[src/verilog/bmsl_pkg.sv]
`default_nettype none
package bmsl_pkg;
   // Boot space and internal destination
   localparam logic [23:0] EXT_BOOT_BASE = 24'h80_0000;
   localparam logic [19:0] INT_BOOT_BASE = 20'h4_0000;
   localparam int BOOT_WORDS = 256;
   localparam int WORD_BITS = 48;
   // EPROM read timing
   localparam int EPROM_WAIT_STATES = 7;
   localparam int EPROM_ACCESS_CYCLES = EPROM_WAIT_STATES + 1;
   // Unit widths per source
   localparam logic [4:0] EPROM_UNIT_BITS = 5'h08;
   localparam logic [4:0] HOST_NARROW_BITS = 5'h08;
   localparam logic [4:0] HOST_WIDE_BITS = 5'h10;
   localparam logic [4:0] LINK_UNIT_BITS = 5'h04;
   localparam logic [4:0] SPI_UNIT_BITS = 5'h08;
   // DMA channel and link buffer numbers
   localparam logic [3:0] EXT_PORT_DMA_CH = 4'ha;
   localparam logic [3:0] SPI_DMA_CH = 4'h8;
   localparam logic [3:0] LINK_BUFFER_NUM = 4'h4;
   localparam logic [3:0] NO_DMA_CH = 4'hf;

   typedef enum logic [2:0] {
      MODE_EPROM = 3'b000,
      MODE_HOST = 3'b001,
      MODE_LINK = 3'b010,
      MODE_SPI = 3'b011,
      MODE_NOBOOT = 3'b100
   } bmsl_mode_t;

   typedef enum logic [1:0] {
      ST_STRAP = 2'b00,
      ST_LOAD = 2'b01,
      ST_DONE = 2'b10,
      ST_NOBOOT = 2'b11
   } bmsl_state_t;

   typedef struct packed {
      logic eprom;
      logic link;
      logic bootMemSel;
   } bmsl_straps_t;

   typedef struct packed {
      logic valid;
      logic [19:0] addr;
      logic [47:0] data;
   } bmsl_memwr_t;
endpackage
`default_nettype wire

[src/verilog/bmsl_loader.sv]
// Function
// - Boot mode decided at reset from the three strap pin levels.
// - Eprom select high, link select low: load from 8-bit EPROM.
// - Both selects low, memory select high: boot from host processor.
// - Host boot accepts 8-bit or 16-bit host data.
// - Link select high, eprom low, memory select high: link port boot.
// - Link boot takes 4-bit nibbles into link buffer 4.
// - Link high, others low: SPI boot via receive buffer, DMA channel 8.
// - All straps low: no loading, execute from external memory.
// - EPROM mode drives memory select pin as the EPROM chip select.
// - Only the current bus master drives memory select in EPROM boot.
// - Memory select pin is three-statable when an output in EPROM boot.
// - Host, link and SPI modes use memory select as input only.
// - Selected mode's DMA channel set up for 256 instruction words.
// - EPROM boot moves data with DMA channel 10.
// - Narrow boot units packed into 48-bit instruction words.
// - Fill 256 internal addresses first to last, then start execution.
// - Each EPROM read has seven wait states, eight cycles total.
// - EPROM address starts at boot space base, steps by one per access.
`default_nettype none
module bmsl_loader #(
   parameter logic [3:0] LINK_DMA_CH = bmsl_pkg::LINK_BUFFER_NUM
) (
   // Clock and reset
   input wire logic clk,
   input wire logic resetn,
   // Boot straps
   input wire logic epromBootSelect,
   input wire logic linkBootSelect,
   // Boot memory select pin
   input wire logic bootMemSelectNIn,
   output logic bootMemSelectNOut,
   output logic bootMemSelectNOe,
   // Multiprocessor bus ownership
   input wire logic busMaster,
   // EPROM external port
   output logic [23:0] extAddr,
   output logic extRdN,
   input wire logic [7:0] bootByteLane,
   // Host stream
   input wire logic hostValid,
   input wire logic hostWide,
   input wire logic [15:0] hostData,
   output logic hostReady,
   // Link buffer stream
   input wire logic linkValid,
   input wire logic [3:0] linkNibble,
   output logic linkReady,
   // Serial receive buffer stream
   input wire logic spiValid,
   input wire logic [7:0] serialReceiveBuffer,
   output logic spiReady,
   // Internal memory writes and status
   output var bmsl_pkg::bmsl_memwr_t memWr,
   output logic [2:0] bootMode,
   output logic [3:0] dmaChannel,
   output logic bootDone,
   output logic execExternal
);
   bmsl_pkg::bmsl_state_t stateQ, stateD;
   bmsl_pkg::bmsl_mode_t modeQ, modeD;
   bmsl_pkg::bmsl_straps_t straps;
   bmsl_pkg::bmsl_memwr_t memWrD;
   logic [3:0] chanQ, chanD;
   logic [47:0] accQ, accD;
   logic [5:0] bitCntQ, bitCntD;
   logic [8:0] wordCntQ, wordCntD;
   logic rdActiveQ, rdActiveD;
   logic rdGapQ, rdGapD;
   logic [2:0] rdCntQ, rdCntD;
   logic [23:0] addrQ, addrD;
   logic loading;
   logic unitValid;
   logic [15:0] unitData;
   logic [4:0] unitBits;
   logic [47:0] unitTop;
   logic [5:0] bitSum;
   logic rdLast;

   assign straps = '{epromBootSelect, linkBootSelect, bootMemSelectNIn};
   assign loading = stateQ == bmsl_pkg::ST_LOAD;
   assign rdLast = rdActiveQ && rdCntQ == 3'(bmsl_pkg::EPROM_ACCESS_CYCLES - 1);

   // Handshakes stay low outside the selected mode
   assign hostReady = loading && modeQ == bmsl_pkg::MODE_HOST;
   assign linkReady = loading && modeQ == bmsl_pkg::MODE_LINK;
   assign spiReady = loading && modeQ == bmsl_pkg::MODE_SPI;

   // Source unit select
   always_comb begin
      unitValid = 1'b0;
      unitData = 16'h0000;
      unitBits = bmsl_pkg::EPROM_UNIT_BITS;
      case (modeQ)
         bmsl_pkg::MODE_EPROM: begin
            unitValid = rdLast;
            unitData = {8'h00, bootByteLane};
         end
         bmsl_pkg::MODE_HOST: begin
            unitValid = hostValid && hostReady;
            unitData = hostWide ? hostData : {8'h00, hostData[7:0]};
            unitBits = hostWide ? bmsl_pkg::HOST_WIDE_BITS : bmsl_pkg::HOST_NARROW_BITS;
         end
         bmsl_pkg::MODE_LINK: begin
            unitValid = linkValid && linkReady;
            unitData = {12'h000, linkNibble};
            unitBits = bmsl_pkg::LINK_UNIT_BITS;
         end
         bmsl_pkg::MODE_SPI: begin
            unitValid = spiValid && spiReady;
            unitData = {8'h00, serialReceiveBuffer};
            unitBits = bmsl_pkg::SPI_UNIT_BITS;
         end
         default: begin
            unitValid = 1'b0;
         end
      endcase
   end

   // Mode, packing and sequencing
   always_comb begin
      stateD = stateQ;
      modeD = modeQ;
      chanD = chanQ;
      accD = accQ;
      bitCntD = bitCntQ;
      wordCntD = wordCntQ;
      memWrD = '0;
      unitTop = {unitData, 32'h0000_0000} << (bmsl_pkg::HOST_WIDE_BITS - unitBits);
      bitSum = bitCntQ + 6'(unitBits);
      case (stateQ)
         bmsl_pkg::ST_STRAP: begin
            stateD = bmsl_pkg::ST_LOAD;
            chanD = bmsl_pkg::EXT_PORT_DMA_CH;
            if (straps.eprom && !straps.link) begin
               modeD = bmsl_pkg::MODE_EPROM;
            end else if (!straps.eprom && !straps.link && straps.bootMemSel) begin
               modeD = bmsl_pkg::MODE_HOST;
            end else if (!straps.eprom && straps.link && straps.bootMemSel) begin
               modeD = bmsl_pkg::MODE_LINK;
               chanD = LINK_DMA_CH;
            end else if (!straps.eprom && straps.link) begin
               modeD = bmsl_pkg::MODE_SPI;
               chanD = bmsl_pkg::SPI_DMA_CH;
            end else begin
               // no-boot, also taken for both selects high
               modeD = bmsl_pkg::MODE_NOBOOT;
               chanD = bmsl_pkg::NO_DMA_CH;
               stateD = bmsl_pkg::ST_NOBOOT;
            end
         end
         bmsl_pkg::ST_LOAD: begin
            if (unitValid) begin
               accD = (accQ >> unitBits) | unitTop;
               bitCntD = bitSum;
               if (bitSum == 6'(bmsl_pkg::WORD_BITS)) begin
                  memWrD.valid = 1'b1;
                  memWrD.addr = bmsl_pkg::INT_BOOT_BASE + 20'(wordCntQ);
                  memWrD.data = accD;
                  bitCntD = 6'h00;
                  wordCntD = wordCntQ + 9'h001;
                  if (wordCntQ == 9'(bmsl_pkg::BOOT_WORDS - 1)) begin
                     stateD = bmsl_pkg::ST_DONE;
                  end
               end
            end
         end
         default: begin
            stateD = stateQ;
         end
      endcase
   end

   always_ff @(posedge clk) begin
      if (!resetn) begin
         stateQ <= bmsl_pkg::ST_STRAP;
         modeQ <= bmsl_pkg::MODE_NOBOOT;
         chanQ <= bmsl_pkg::NO_DMA_CH;
         accQ <= 48'h0000_0000_0000;
         bitCntQ <= 6'h00;
         wordCntQ <= 9'h000;
         memWr <= '0;
      end else begin
         stateQ <= stateD;
         modeQ <= modeD;
         chanQ <= chanD;
         accQ <= accD;
         bitCntQ <= bitCntD;
         wordCntQ <= wordCntD;
         memWr <= memWrD;
      end
   end

   // EPROM read engine; a gap cycle separates reads so each strobe edge is visible
   always_comb begin
      rdActiveD = rdActiveQ;
      rdGapD = 1'b0;
      rdCntD = rdCntQ;
      addrD = addrQ;
      if (rdActiveQ) begin
         rdCntD = rdCntQ + 3'h1;
         if (rdLast) begin
            rdActiveD = 1'b0;
            rdGapD = 1'b1;
            rdCntD = 3'h0;
            addrD = addrQ + 24'h00_0001;
         end
      end else if (loading && modeQ == bmsl_pkg::MODE_EPROM && busMaster && !rdGapQ) begin
         rdActiveD = 1'b1;
      end
   end

   always_ff @(posedge clk) begin
      if (!resetn) begin
         rdActiveQ <= 1'b0;
         rdGapQ <= 1'b0;
         rdCntQ <= 3'h0;
         addrQ <= bmsl_pkg::EXT_BOOT_BASE;
      end else begin
         rdActiveQ <= rdActiveD;
         rdGapQ <= rdGapD;
         rdCntQ <= rdCntD;
         addrQ <= addrD;
      end
   end

   assign extAddr = addrQ;
   assign extRdN = !rdActiveQ;

   assign bootMemSelectNOut = 1'b0;
   assign bootMemSelectNOe = loading && modeQ == bmsl_pkg::MODE_EPROM && busMaster;

   assign bootMode = modeQ;
   assign dmaChannel = chanQ;
   assign bootDone = stateQ == bmsl_pkg::ST_DONE;
   assign execExternal = stateQ == bmsl_pkg::ST_NOBOOT;

   // Checks
   logic [8:0] wrCount;
   always_ff @(posedge clk) begin
      if (!resetn) begin
         wrCount <= 9'h000;
      end else if (memWr.valid) begin
         wrCount <= wrCount + 9'h001;
      end
   end
endmodule
`default_nettype wire

[config.mk]
export PLATFORM = sky130hd
export DESIGN_NAME = bmsl_loader
export DESIGN_NICKNAME = d
export VERILOG_FILES = /design/src/verilog/bmsl_pkg.sv /design/src/verilog/bmsl_loader.sv
export SDC_FILE = /design/constraint.sdc
export NUM_CORES = 1
export LEC_CHECK = 0
export BUFFER_PORTS_ARGS = -buffer_cell sky130_fd_sc_hd__buf_4
export CORE_ASPECT_RATIO = 0.7
export CORE_UTILIZATION = 25
export CTS_CLUSTER_DIAMETER = 30
export CTS_CLUSTER_SIZE = 24
export DETAILED_ROUTE_END_ITERATION = 7
export GPL_TIMING_DRIVEN = 0
export HOLD_SLACK_MARGIN = 0.08
export PLACE_DENSITY_LB_ADDON = 0.15
export SYNTH_ARGS = -nofsm -noshare
export SYNTH_HDL_FRONTEND = slang
export SYNTH_SLANG_ARGS = --single-unit
[constraint.sdc]
create_clock -name clk -period 3.85 [get_ports clk]
set_input_delay 0.77 -clock clk [delete_from_list [all_inputs] [get_ports clk]]
set_output_delay 0.77 -clock clk [all_outputs]
set_load 0.005 [all_outputs]
# Word level (Yosys, flattened, before mapping)
# Index checks and enable logic that the tools add are counted.
# totals
reg_bits,170
latchBits,0
mem_bits_rw,0
rom_bits,0
output_inout_bits,108
word_cells,91
memories,0
# classes
add_sub_neg,6
mul,0
n_div,0
n_lt_le_gt_ge,0
n_eq_ne,12
n_shift,2
mux,28
bitwise,1
reduce_logical,29
# ops
operator,count
$mux 69,1
$pmux 16 s4,1
$or 48x48->48,1
$shl 48x5->48,1
$shr 48x5->48,1
$add 24x1->24 const B,1
$add 19x9->20 const A,1
$mux 3,6
$mux 16,1
$logic_and 1x1->1,15
$mux 2,7
$mux 4,3
$pmux 5 s2,1
$add 9x1->9 const B,1
$eq 9x8->1 const B,1
$reduce_and 4->1,2
$add 6x5->6,1
$eq 3x2->1 const B,2
$eq 6x6->1 const B,1
$mux 6,1
$ne 2x1->1 const B,3
$reduce_and 2->1,3
$reduce_and 3->1,2
$mux 5,1
13 further kinds,20

# Logic depth before layout (Yosys ltp)
# Gate-level depths: netlist of the first run.
# depth
ltp_word,7
ltp_mapped,13

# Worst setup path after synthesis of the first run
# Ideal clock, no wire load.
# synth_timing
kind,input to register
from,in hostWide
to,reg memWr[30] (netlist bit)
setup_ns,0.065
arrival_time_ns,3.252
path_slack_ns,0.532
stages,12
path_buffers,4
cell_sequence,and4bb_4 > buf_6 > clkbuf_1 > nor2_1 > fa_1 > nor2_1 > o211a_1 > a32oi_2 > or3_1 > buf_2 > buf_6 > nor2b_1
# synth_between
elab_chain_len,5
elab_cells_between_ends,11
classes_between,add/sub: 2; eq/ne: 1; shift: 2; mux: 4; bitwise: 1; reduce/logical: 1
# synth_rtl
item,line_no,text
start: declaration,bmsl_loader.sv:42,"input wire logic hostWide,"
$mux 5,bmsl_loader.sv:102,unitBits = hostWide ? bmsl_pkg::HOST_WIDE_BITS : bmsl_pkg::HOST_NARROW_BITS;
$pmux 5 s2,bmsl_loader.sv:94,case (modeQ)
$sub 5x5->5 or $add 6x5->6 (tied branches),"bmsl_loader.sv:129, bmsl_loader.sv:130",
$shl 48x5->48 or $eq 6x6->1 (tied branches),"bmsl_loader.sv:129, bmsl_loader.sv:156",
$or 48x48->48 or $reduce_and 4->1 (tied branches),n/a,
end signal: assignment,bmsl_loader.sv:190,memWr <= memWrD;
end: declaration,bmsl_loader.sv:54,"output var bmsl_pkg::bmsl_memwr_t memWr,"
# Parallel ways exist; a longest one is shown, timed or not.
# A chain may end at the register's enable or synchronous reset.

# Worst setup path in the final report of the first run
# layout_timing
from,"reg modeQ[1], in the netlist bootMode[1]"
to,reg accQ[41]
# layout_between
elab_chain_len,5
elab_cells_between_ends,18
classes_between,add/sub: 1; eq/ne: 3; shift: 2; mux: 3; bitwise: 1; reduce/logical: 8
# layout_rtl
item,line_no,text
start: declaration,bmsl_loader.sv:61,"bmsl_pkg::bmsl_mode_t modeQ, modeD;"
start signal: assignment,bmsl_loader.sv:177,modeQ <= bmsl_pkg::MODE_NOBOOT;
start signal: assignment,bmsl_loader.sv:185,modeQ <= modeD;
"$eq 3x2->1, or another cell as far along","bmsl_loader.sv:86, bmsl_loader.sv:94",
"$pmux 5 s2, or another cell as far along",bmsl_loader.sv:94,
"$sub 5x5->5, or another cell as far along",bmsl_loader.sv:129,"unitTop = {unitData, 32'h0000_0000} << (bmsl_pkg::HOST_WIDE_BITS - unitBits);"
$shl 48x5->48 or $pmux 1 s4 (tied branches),"bmsl_loader.sv:129, bmsl_loader.sv:94",
$or 48x48->48 or $reduce_and 2->1 (tied branches),n/a,
end signal: assignment,bmsl_loader.sv:179,accQ <= 48'h0000_0000_0000;
end signal: assignment,bmsl_loader.sv:187,accQ <= accD;
end: declaration,bmsl_loader.sv:65,"logic [47:0] accQ, accD;"
# Parallel ways exist; a longest one is shown, timed or not.

==> results of run 1 <==
[worst max-delay path, cell delays in order (launching register included)]
cell and delay [ns]:
dfxtp_1 0.35, buf_2 0.23, nor3b_4 0.19, buf_4 0.18
inv_1 0.11, clkbuf_1 0.45, clkbuf_1 0.49, ha_1 0.29
xnor2_1 0.10, and2_1 0.16, clkbuf_1 0.21, a222oi_1 0.53
a21oi_1 0.13
[kinds of logic after synthesis]
family	count (synthesis)	synth area share (%)
AO/OA/AOI/OAI	181	15.5
XOR/XNOR	24	3.15
adder cells (fa/ha/maj)	10	1.88
buffers and inverters	87	6.28
flip-flops	153	44.3
multiplexers	54	8.07
other	1	0.0543
AND/OR/NAND/NOR	313	20.7
[layer usage]
metal	share of wire (%)	track usage (%)	up-vias	wire length [um]
met1	55	25.1	2906	12400
met2	39	21.7	146	8760
met5	0	0	-	0
li1	-	-	3164	-
met3	4.9	3.91	13	1110
met4	0.85	4.46	0	192
[through the flow]
step | power (mW) | util [%]
5_1_grt | 3.90 | 33.9
6_report | 3.76 | 33.9
4_1_cts | 3.82 | 33.9
2_1_floorplan | 1.76 | -
3_5_place_dp | 1.87 | 31.4
3_3_place_gp | 1.87 | 31.4
[worst paths after layout]
check / endpoint / cells after the start / startpoint / slack [ns]
setup reg to reg: accQ[41] / 12 / bootMode[1] / 0.29
hold reg to reg: accQ[7] / 2 / accQ[7] / 0.45
setup / recovery: accQ[41] / 12 / bootMode[1] / 0.29
hold / removal: accQ[7] / 2 / accQ[7] / 0.45
[flip-flops by register name, summed over array words and instances (netlist names)]
register and count:
stateQ 2, rdActiveQ 1, rdGapQ 1, dmaChannel 4
rdCntQ 3, wordCntQ 9, bitCntQ 4, accQ 44
bootMode 2, extAddr 24, memWr 59
[area by class of cell]
type	count	area share, %
inverter	13	0.533
multi-input combinational	593	37.8
sequential	153	33.5
timing repair buffer	143	11.7
clock inverter	12	2.43
buffer	74	4.24
clock buffer	19	4.84
tap	364	4.98
[placed cells by master (no fill, tap or decap), types with 3 or more instances in the layout]
master	Yosys	routed
a21oi_1	69	69
a222oi_1	4	4
a22oi_1	9	9
and2_1	3	3
and3_1	13	13
buf_2	14	14
buf_4	12	155
buf_6	6	6
bufinv_16	0	6
clkbuf_1	40	39
clkbuf_16	0	17
conb_1	1	11
dfxtp_1	153	153
ha_1	8	8
inv_1	13	13
mux2_2	4	4
mux2i_1	49	49
nand2_1	119	119
nand2b_1	9	9
nand3_1	17	17
nand4_1	4	4
nor2_1	95	95
nor2b_1	4	4
nor2b_2	5	5
nor3_1	13	13
nor3b_1	6	6
nor4_1	10	10
o211ai_1	24	24
o21ai_0	55	55
o22a_1	4	4
o22ai_1	3	3
or2_2	3	3
or3_1	5	5
xnor2_1	16	16
xor2_1	7	7
[power by group through the flow]
stage	registers (mW)	logic, mW	clock network [mW]
floorplan	1.63	0.127	0
detailed placement	1.64	0.228	0
CTS	1.60	0.231	1.99
global placement	1.64	0.229	0
finish	1.60	0.229	1.93
global route	1.60	0.254	2.05
[what timing repair did]
action,CTS,global route
resized for setup,1,4
setup buffers,1,0
endpoints found under the setup margin,72,43
endpoints found under the hold margin,0,0
==> metrics, run 1 <==
status completed; Flop pwr share between 40% and 50%; Site Rows 50; CTS Buf Count 17; initial antenna violation count 0; max-slew violations 0; remaining antenna violation count 0; core area 27000 sq um; setup violators final 0; worst hold margin around 0.45 ns; Final period util between 90% and 100%; Total GRT Usage 16.3%; Sink Count approximately 150; FF+latch count, synth around 150; first-pass GRT wire length roughly 35000 um; peak supply drop about 0.21 mV; # placed instances ~1.3k; post-synthesis instance area 6910 sq um; post-synth top area cell dfxtp_1; 1st-pass router iterations 5; Tightest Pin Transition 0.671 ns; cell area after layout about 9000 sq um; Final min period approximately 3.6 ns; Area Overhead vs Synth 32.4%; CTS tree done; WL/cell between 15 and 20 um; worst slack at placement -0.270 ns; Internal about 2.9 mW; Die ar. about 28000 sq um; Final TNS setup 0 ns; Post-synth ARST share 0%; I/O Buffers 142; Clock Latency Late Sink 0.44 ns; worst setup path category reg -> reg; n_diodes 0; drt initial violations about 340; Die H approximately 140 um; top-level I/O count around 150; cts hold-fix bufs 0; RSZ-0062 raised after global routing no; Starting Density 25.6%; Filler cells 2864; width of the die roughly 200 um; Final GP Congestion 0.781; critical path peak fanout 10; Critical Path RT approximately 4.2 ns; Mapped Cells ~820; Rel. slew slack between 50% and 60%; Bufs on Longest Clock Path 2; vias per cell approximately 4.5; H-tree levels 4; largest net degree at the start of global routing 17; DR vias roughly 6.2k; main area contributors after synthesis dfxtp_1 (44%), mux2i_1 (7.1%), nand2_1 (6.5%), nor2_1 (5.2%), a21oi_1 (5.0%); Seq. cell area 3060 sq um; Worst Clk Skew between 0.008 and 0.009 ns; Sw Share around 22%; Post-synth EDFFs 0; vias in the first global route ~6k; Cell variety after synth 53; HP Class reg -> reg; Fmax about 280 MHz; Worst setup SP type flip-flop; fin cells around 1.4k; dpl hpwl roughly 17000 um; syn_area_per_cell around 8.4 sq um; Power Density slightly above 400 nW/um^2; Root Buffer clkbuf_16; Logic pwr share 6.1%; layout cells sized above 1 between 20% and 30%; final worst slack 0.293 ns; Post-synth top cells dfxtp_1 (153), nand2_1 (119), nor2_1 (95), a21oi_1 (69), o21ai_0 (55); total grt overflow 0; crit end category flip-flop; Final nets around 1.1k; WP data arrival around 3.9 ns; Seq/Total Area, Yosys 44.3%; area of the multi-input gates roughly 3500 sq um; final wirelength around 23000 um; synth warn 0; Clock transition at path regs ~0.070 ns; leakage around 3.6 nW; most common cell in the netlist dfxtp_1; area share of the largest cell type after synthesis between 40% and 50%; Placed Area 8470 sq um; Final Hold Fails 0; DRC 0; Post-synth top flop dfxtp_1; Clock Power Share between 50 and 60%; switching power between 800 and 900 uW; max-cap violations 0
No activity file was read; power rests on OpenSTA's default activity.
==> run 2, diff against run 1 <==
clock period = 3.9 ns   (was 3.85 ns; I/O delays follow)
==> metrics, run 2 (synthesis results as in run 1) <==
status completed; Site Rows 50; Logic pwr share a little over 6%; first-pass GRT wire length roughly 35000 um; Clock Latency Late Sink 0.44 ns; max-cap violations 0; top-level I/O count 154; Worst Hold Path EP accQ[7]; Biggest register memWr; DRC 0; Worst setup startpoint bootMode[1]; HP Class reg -> reg; I/O Buffers approximately 140; Flop pwr share between 40% and 50%; Worst setup SP type flip-flop; Seq. cell area about 3100 sq um; leakage approximately 3.6 nW; Final Hold Fails 0; WL/cell 16.4 um; CTS tree done; Final TNS setup 0 ns; CTS Buf Count 17; Area Overhead vs Synth 32.3%; Critical Path RT around 4.2 ns; Rel. slew slack between 50 and 60%; max-slew violations 0; Clock transition at path regs 0.07 ns; switching power between 800 and 900 uW; final wirelength 22500 um; crit end category flip-flop; Root Buffer clkbuf_16; total grt overflow 0; Bufs on Longest Clock Path 2; largest net degree at the start of global routing 17; Hold Path Stages 2; width of the die 201 um; critical path peak fanout 10; Starting Density 25.6%; Final period util between 90% and 100%; RSZ-0062 raised after global routing no; worst setup path category reg -> reg; Total GRT Usage 16.3%; Final min period about 3.6 ns; max reg flops 59; Internal just under 3 mW; Sw Share 22.3%; n_diodes 0; Die ar. around 28000 sq um; vias per cell approximately 4.6; core area 27000 sq um; setup violators final 0; Clock Power Share around 51%; Worst R2R End accQ[41]; 1st-pass router iterations 5; Sink Count roughly 150; peak supply drop approximately 0.21 mV; cts hold-fix bufs 0; drt initial violations 386; reg-to-reg startpoint bootMode[1]; Worst Clk Skew 0.00797 ns; Power Density just over 400 nW/um^2; # placed instances between 1k and 1.5k; leading cell type in the layout, fill and taps excluded buf_4; Filler cells ~2.9k; dpl hpwl between 15000 and 20000 um; vias in the first global route roughly 6k; Final GP Congestion about 0.78; WP data arrival a little under 4 ns; DR vias approximately 6.2k; worst slack at placement -0.220 ns; R2R depth 12; HP Start accQ[7]; Die H approximately 140 um; Reg2Reg Setup Slack approximately 0.3 ns; Placed Area roughly 8500 sq um; H-tree levels 4; initial antenna violation count 0; area of the multi-input gates approximately 3500 sq um; final worst slack 0.301 ns; commonest non-fill, non-tap cells in the layout buf_4 (155), dfxtp_1 (153), nand2_1 (119); cell area after layout between 9000 and 10000 sq um; Fmax about 280 MHz; layout cells sized above 1 between 20% and 30%; fin cells about 1.4k; remaining antenna violation count 0; Tightest Pin Transition about 0.67 ns; Final nets 1049
run 2: critical path: stages, from the launching register on:
cell      delay [ns]
dfxtp_1         0.36
buf_2           0.23
nor3b_4         0.19
buf_4           0.18
inv_1           0.11
clkbuf_1        0.46
clkbuf_1        0.50
ha_1            0.29
xnor2_1         0.10
and2_1          0.16
clkbuf_1        0.20
a222oi_1        0.53
a21oi_1         0.13
run 2: through the flow:
stage	utilization [%]	total power [mW]	hold slack (ns)
4_1_cts	33.9	3.78	0.453
3_3_place_gp	31.4	1.84	0.442
2_1_floorplan	-	1.74	0.433
3_5_place_dp	31.4	1.84	0.444
5_1_grt	33.9	3.85	0.493
6_report	33.9	3.71	0.451
run 2: layout make-up:
| cell class | count | area share [%] |
|---|---|---|
| clock buffer | 19 | 4.84 |
| tap | 364 | 4.98 |
| sequential | 153 | 33.5 |
| inverter | 13 | 0.533 |
| clock inverter | 12 | 2.43 |
| multi-input combinational | 593 | 37.8 |
| timing repair buffer | 143 | 11.7 |
| buffer | 73 | 4.19 |
run 2: per-layer routing:
metal	global-route usage (%)	part of all wire (%)	vias to the layer above
li1	-	-	3160
met1	25.1	55	2914
met2	21.7	39	153
met3	3.91	5.1	12
met4	4.46	0.84	0
met5	0	0	-
run 2: worst max path at each step:
stage / to / slack [ns] / cells after the start
floorplan: memWr[30] / 0.57 / 12
global placement: memWr[42] / -0.23 / 12
detailed placement: memWr[41] / -0.22 / 12
CTS: memWr[42] / 0.18 / 13
global route: accQ[41] / 0.07 / 12
finish: accQ[41] / 0.30 / 12
run 2: repair_timing:
item,CTS,global route
setup endpoints to repair,67,16
gates resized for setup,1,2
setup buffers,1,0
run 2: power groups by stage:
stage / Sequential, mW / Combinational [mW] / Clock (mW)
2_1_floorplan: 1.61 / 0.125 / 0
3_3_place_gp: 1.62 / 0.226 / 0
3_5_place_dp: 1.62 / 0.225 / 0
4_1_cts: 1.58 / 0.228 / 1.97
5_1_grt: 1.58 / 0.251 / 2.02
6_report: 1.58 / 0.226 / 1.91
==> run 3, diff against run 2 <==
GPL_ROUTABILITY_DRIVEN = 0   (was unset)
MAX_ROUTING_LAYER = met4   (was unset)
==> metrics, run 3 (synthesis results as in run 1) <==
commonest non-fill, non-tap cells in the layout buf_4 (155), dfxtp_1 (153), nand2_1 (119); Worst R2R End accQ[41]; WP data arrival 3.90 ns; Reg2Reg Setup Slack ~0.30 ns; total grt overflow 0; n_diodes 0; 1st-pass router iterations 5; I/O Buffers between 100 and 150; max-cap violations 0; vias in the first global route roughly 6.0k; layout cells sized above 1 roughly 22%; leading cell type in the layout, fill and taps excluded buf_4; Final nets about 1.0k; drt initial violations between 300 and 400; cell area after layout between 9000 and 10000 sq um; Area Overhead vs Synth 32.3%; Filler cells about 2.9k; max reg flops 59; crit end category flip-flop; CTS tree done; width of the die 201 um; initial antenna violation count 0; utilization after layout 33.9%; Worst Clk Skew 0.00788 ns; Site Rows 50; largest net degree at the start of global routing 17; Clock transition at path regs 0.06 ns; Fmax between 200 and 300 MHz; DR vias ~6.2k; Total GRT Usage roughly 17%; Critical Path RT 4.20 ns; Biggest register memWr; met3 Track Usage GR approximately 3.4%; Final min period 3.60 ns; HP Start accQ[7]; dpl hpwl approximately 17000 um; met1 GRT Util between 20% and 30%; Starting Density between 20% and 30%; WL/cell roughly 16 um; reg-to-reg startpoint bootMode[1]; Worst Hold Path EP accQ[7]; Hold Path Stages 2; DRC 0; CTS Buf Count 17; Worst setup SP type flip-flop; RSZ-0062 raised after global routing no; leakage ~3.6 nW; core area between 20000 and 30000 sq um; Die H 141 um; remaining antenna violation count 0; Root Buffer clkbuf_16; Bufs on Longest Clock Path 2; cts hold-fix bufs 0; HP Class reg -> reg; layer with the highest usage met1; grt met2 use between 20 and 25%; Power Density just over 400 nW/um^2; max-slew violations 0; final wirelength around 22000 um; critical path peak fanout 10; first-pass GRT wire length roughly 35000 um; status completed; Final period util 92.3%; Rel. slew slack about half; Sink Count around 150; Placed Area about 8500 sq um; Die ar. between 20000 and 30000 sq um; peak supply drop about 0.21 mV; Clock Latency Late Sink between 0.4 and 0.5 ns; top-level I/O count 154; worst setup path category reg -> reg; Final Hold Fails 0; vias per cell around 4.5; setup violators final 0; Tightest Pin Transition 0.719 ns; R2R depth 12; H-tree levels 4
==> run 3: cell counts in the layout (fill, tap and decap cells not counted) <==
Identical to the previous run, type by type.
==> run 3: worst max-delay path by stage <==
stage,depth (start not counted),startpoint,to
finish,12,bootMode[1],accQ[41]
global route,12,bootMode[1],accQ[41]
CTS,13,dmaChannel[0],memWr[42]
detailed placement,12,bootMode[1],memWr[41]
global placement,12,bootMode[1],memWr[42]
floorplan,12,hostWide,memWr[30]
==> run 3: metal layers <==
layer | vias to the layer above | routed length (um)
li1 | 3164 | -
met1 | 2880 | 12700
met2 | 146 | 8750
met3 | 14 | 857
met4 | 0 | 189
met5 | - | 0
==> run 3: power breakdown <==
group | total [mW] | switching (mW) | internal [mW]
Clock | 1.91 | 0.692 | 1.21
Combinational | 0.227 | 0.128 | 0.0984
Sequential | 1.58 | 0.00944 | 1.57
==> run 3: critical path, cell delays in order (launching register included) <==
cell	delay, ns
dfxtp_1	0.35
buf_2	0.23
nor3b_4	0.19
buf_4	0.18
inv_1	0.11
clkbuf_1	0.46
clkbuf_1	0.51
ha_1	0.29
xnor2_1	0.10
and2_1	0.16
clkbuf_1	0.21
a222oi_1	0.53
a21oi_1	0.13
==> run 3: repair_timing <==
action | in CTS | in global routing
pin swaps | 0 | 0
setup endpoints to repair | 67 | 16
setup buffers | 1 | 0
gates resized for setup | 1 | 2
==> run 3: final cells by class <==
| class | count | area [sq um] | share of cell area (%) |
|---|---|---|---|
| plain buffers | 73 | 383 | 4.19 |
| clock buffers | 19 | 443 | 4.84 |
| clock inverters | 12 | 223 | 2.43 |
| inverters | 13 | 48.8 | 0.533 |
| multi-input cells | 593 | 3460 | 37.8 |
| flip-flops and latches | 153 | 3060 | 33.5 |
| well taps | 364 | 455 | 4.98 |
| repair buffers | 143 | 1070 | 11.7 |
==> run 3: per-stage QoR <==
stage	worst slack, ns	cells	TNS, ns	hold slack [ns]	power, mW
final	0.300	1370	0	0.451	3.71
after detailed placement	-0.220	1339	-9.52	0.444	1.84
after global placement	-0.231	1339	-8.40	0.442	1.84
after global routing	0.0732	1370	0	0.493	3.86
after CTS	0.179	1371	0	0.453	3.78
after floorplan	0.572	833	0	0.433	1.74
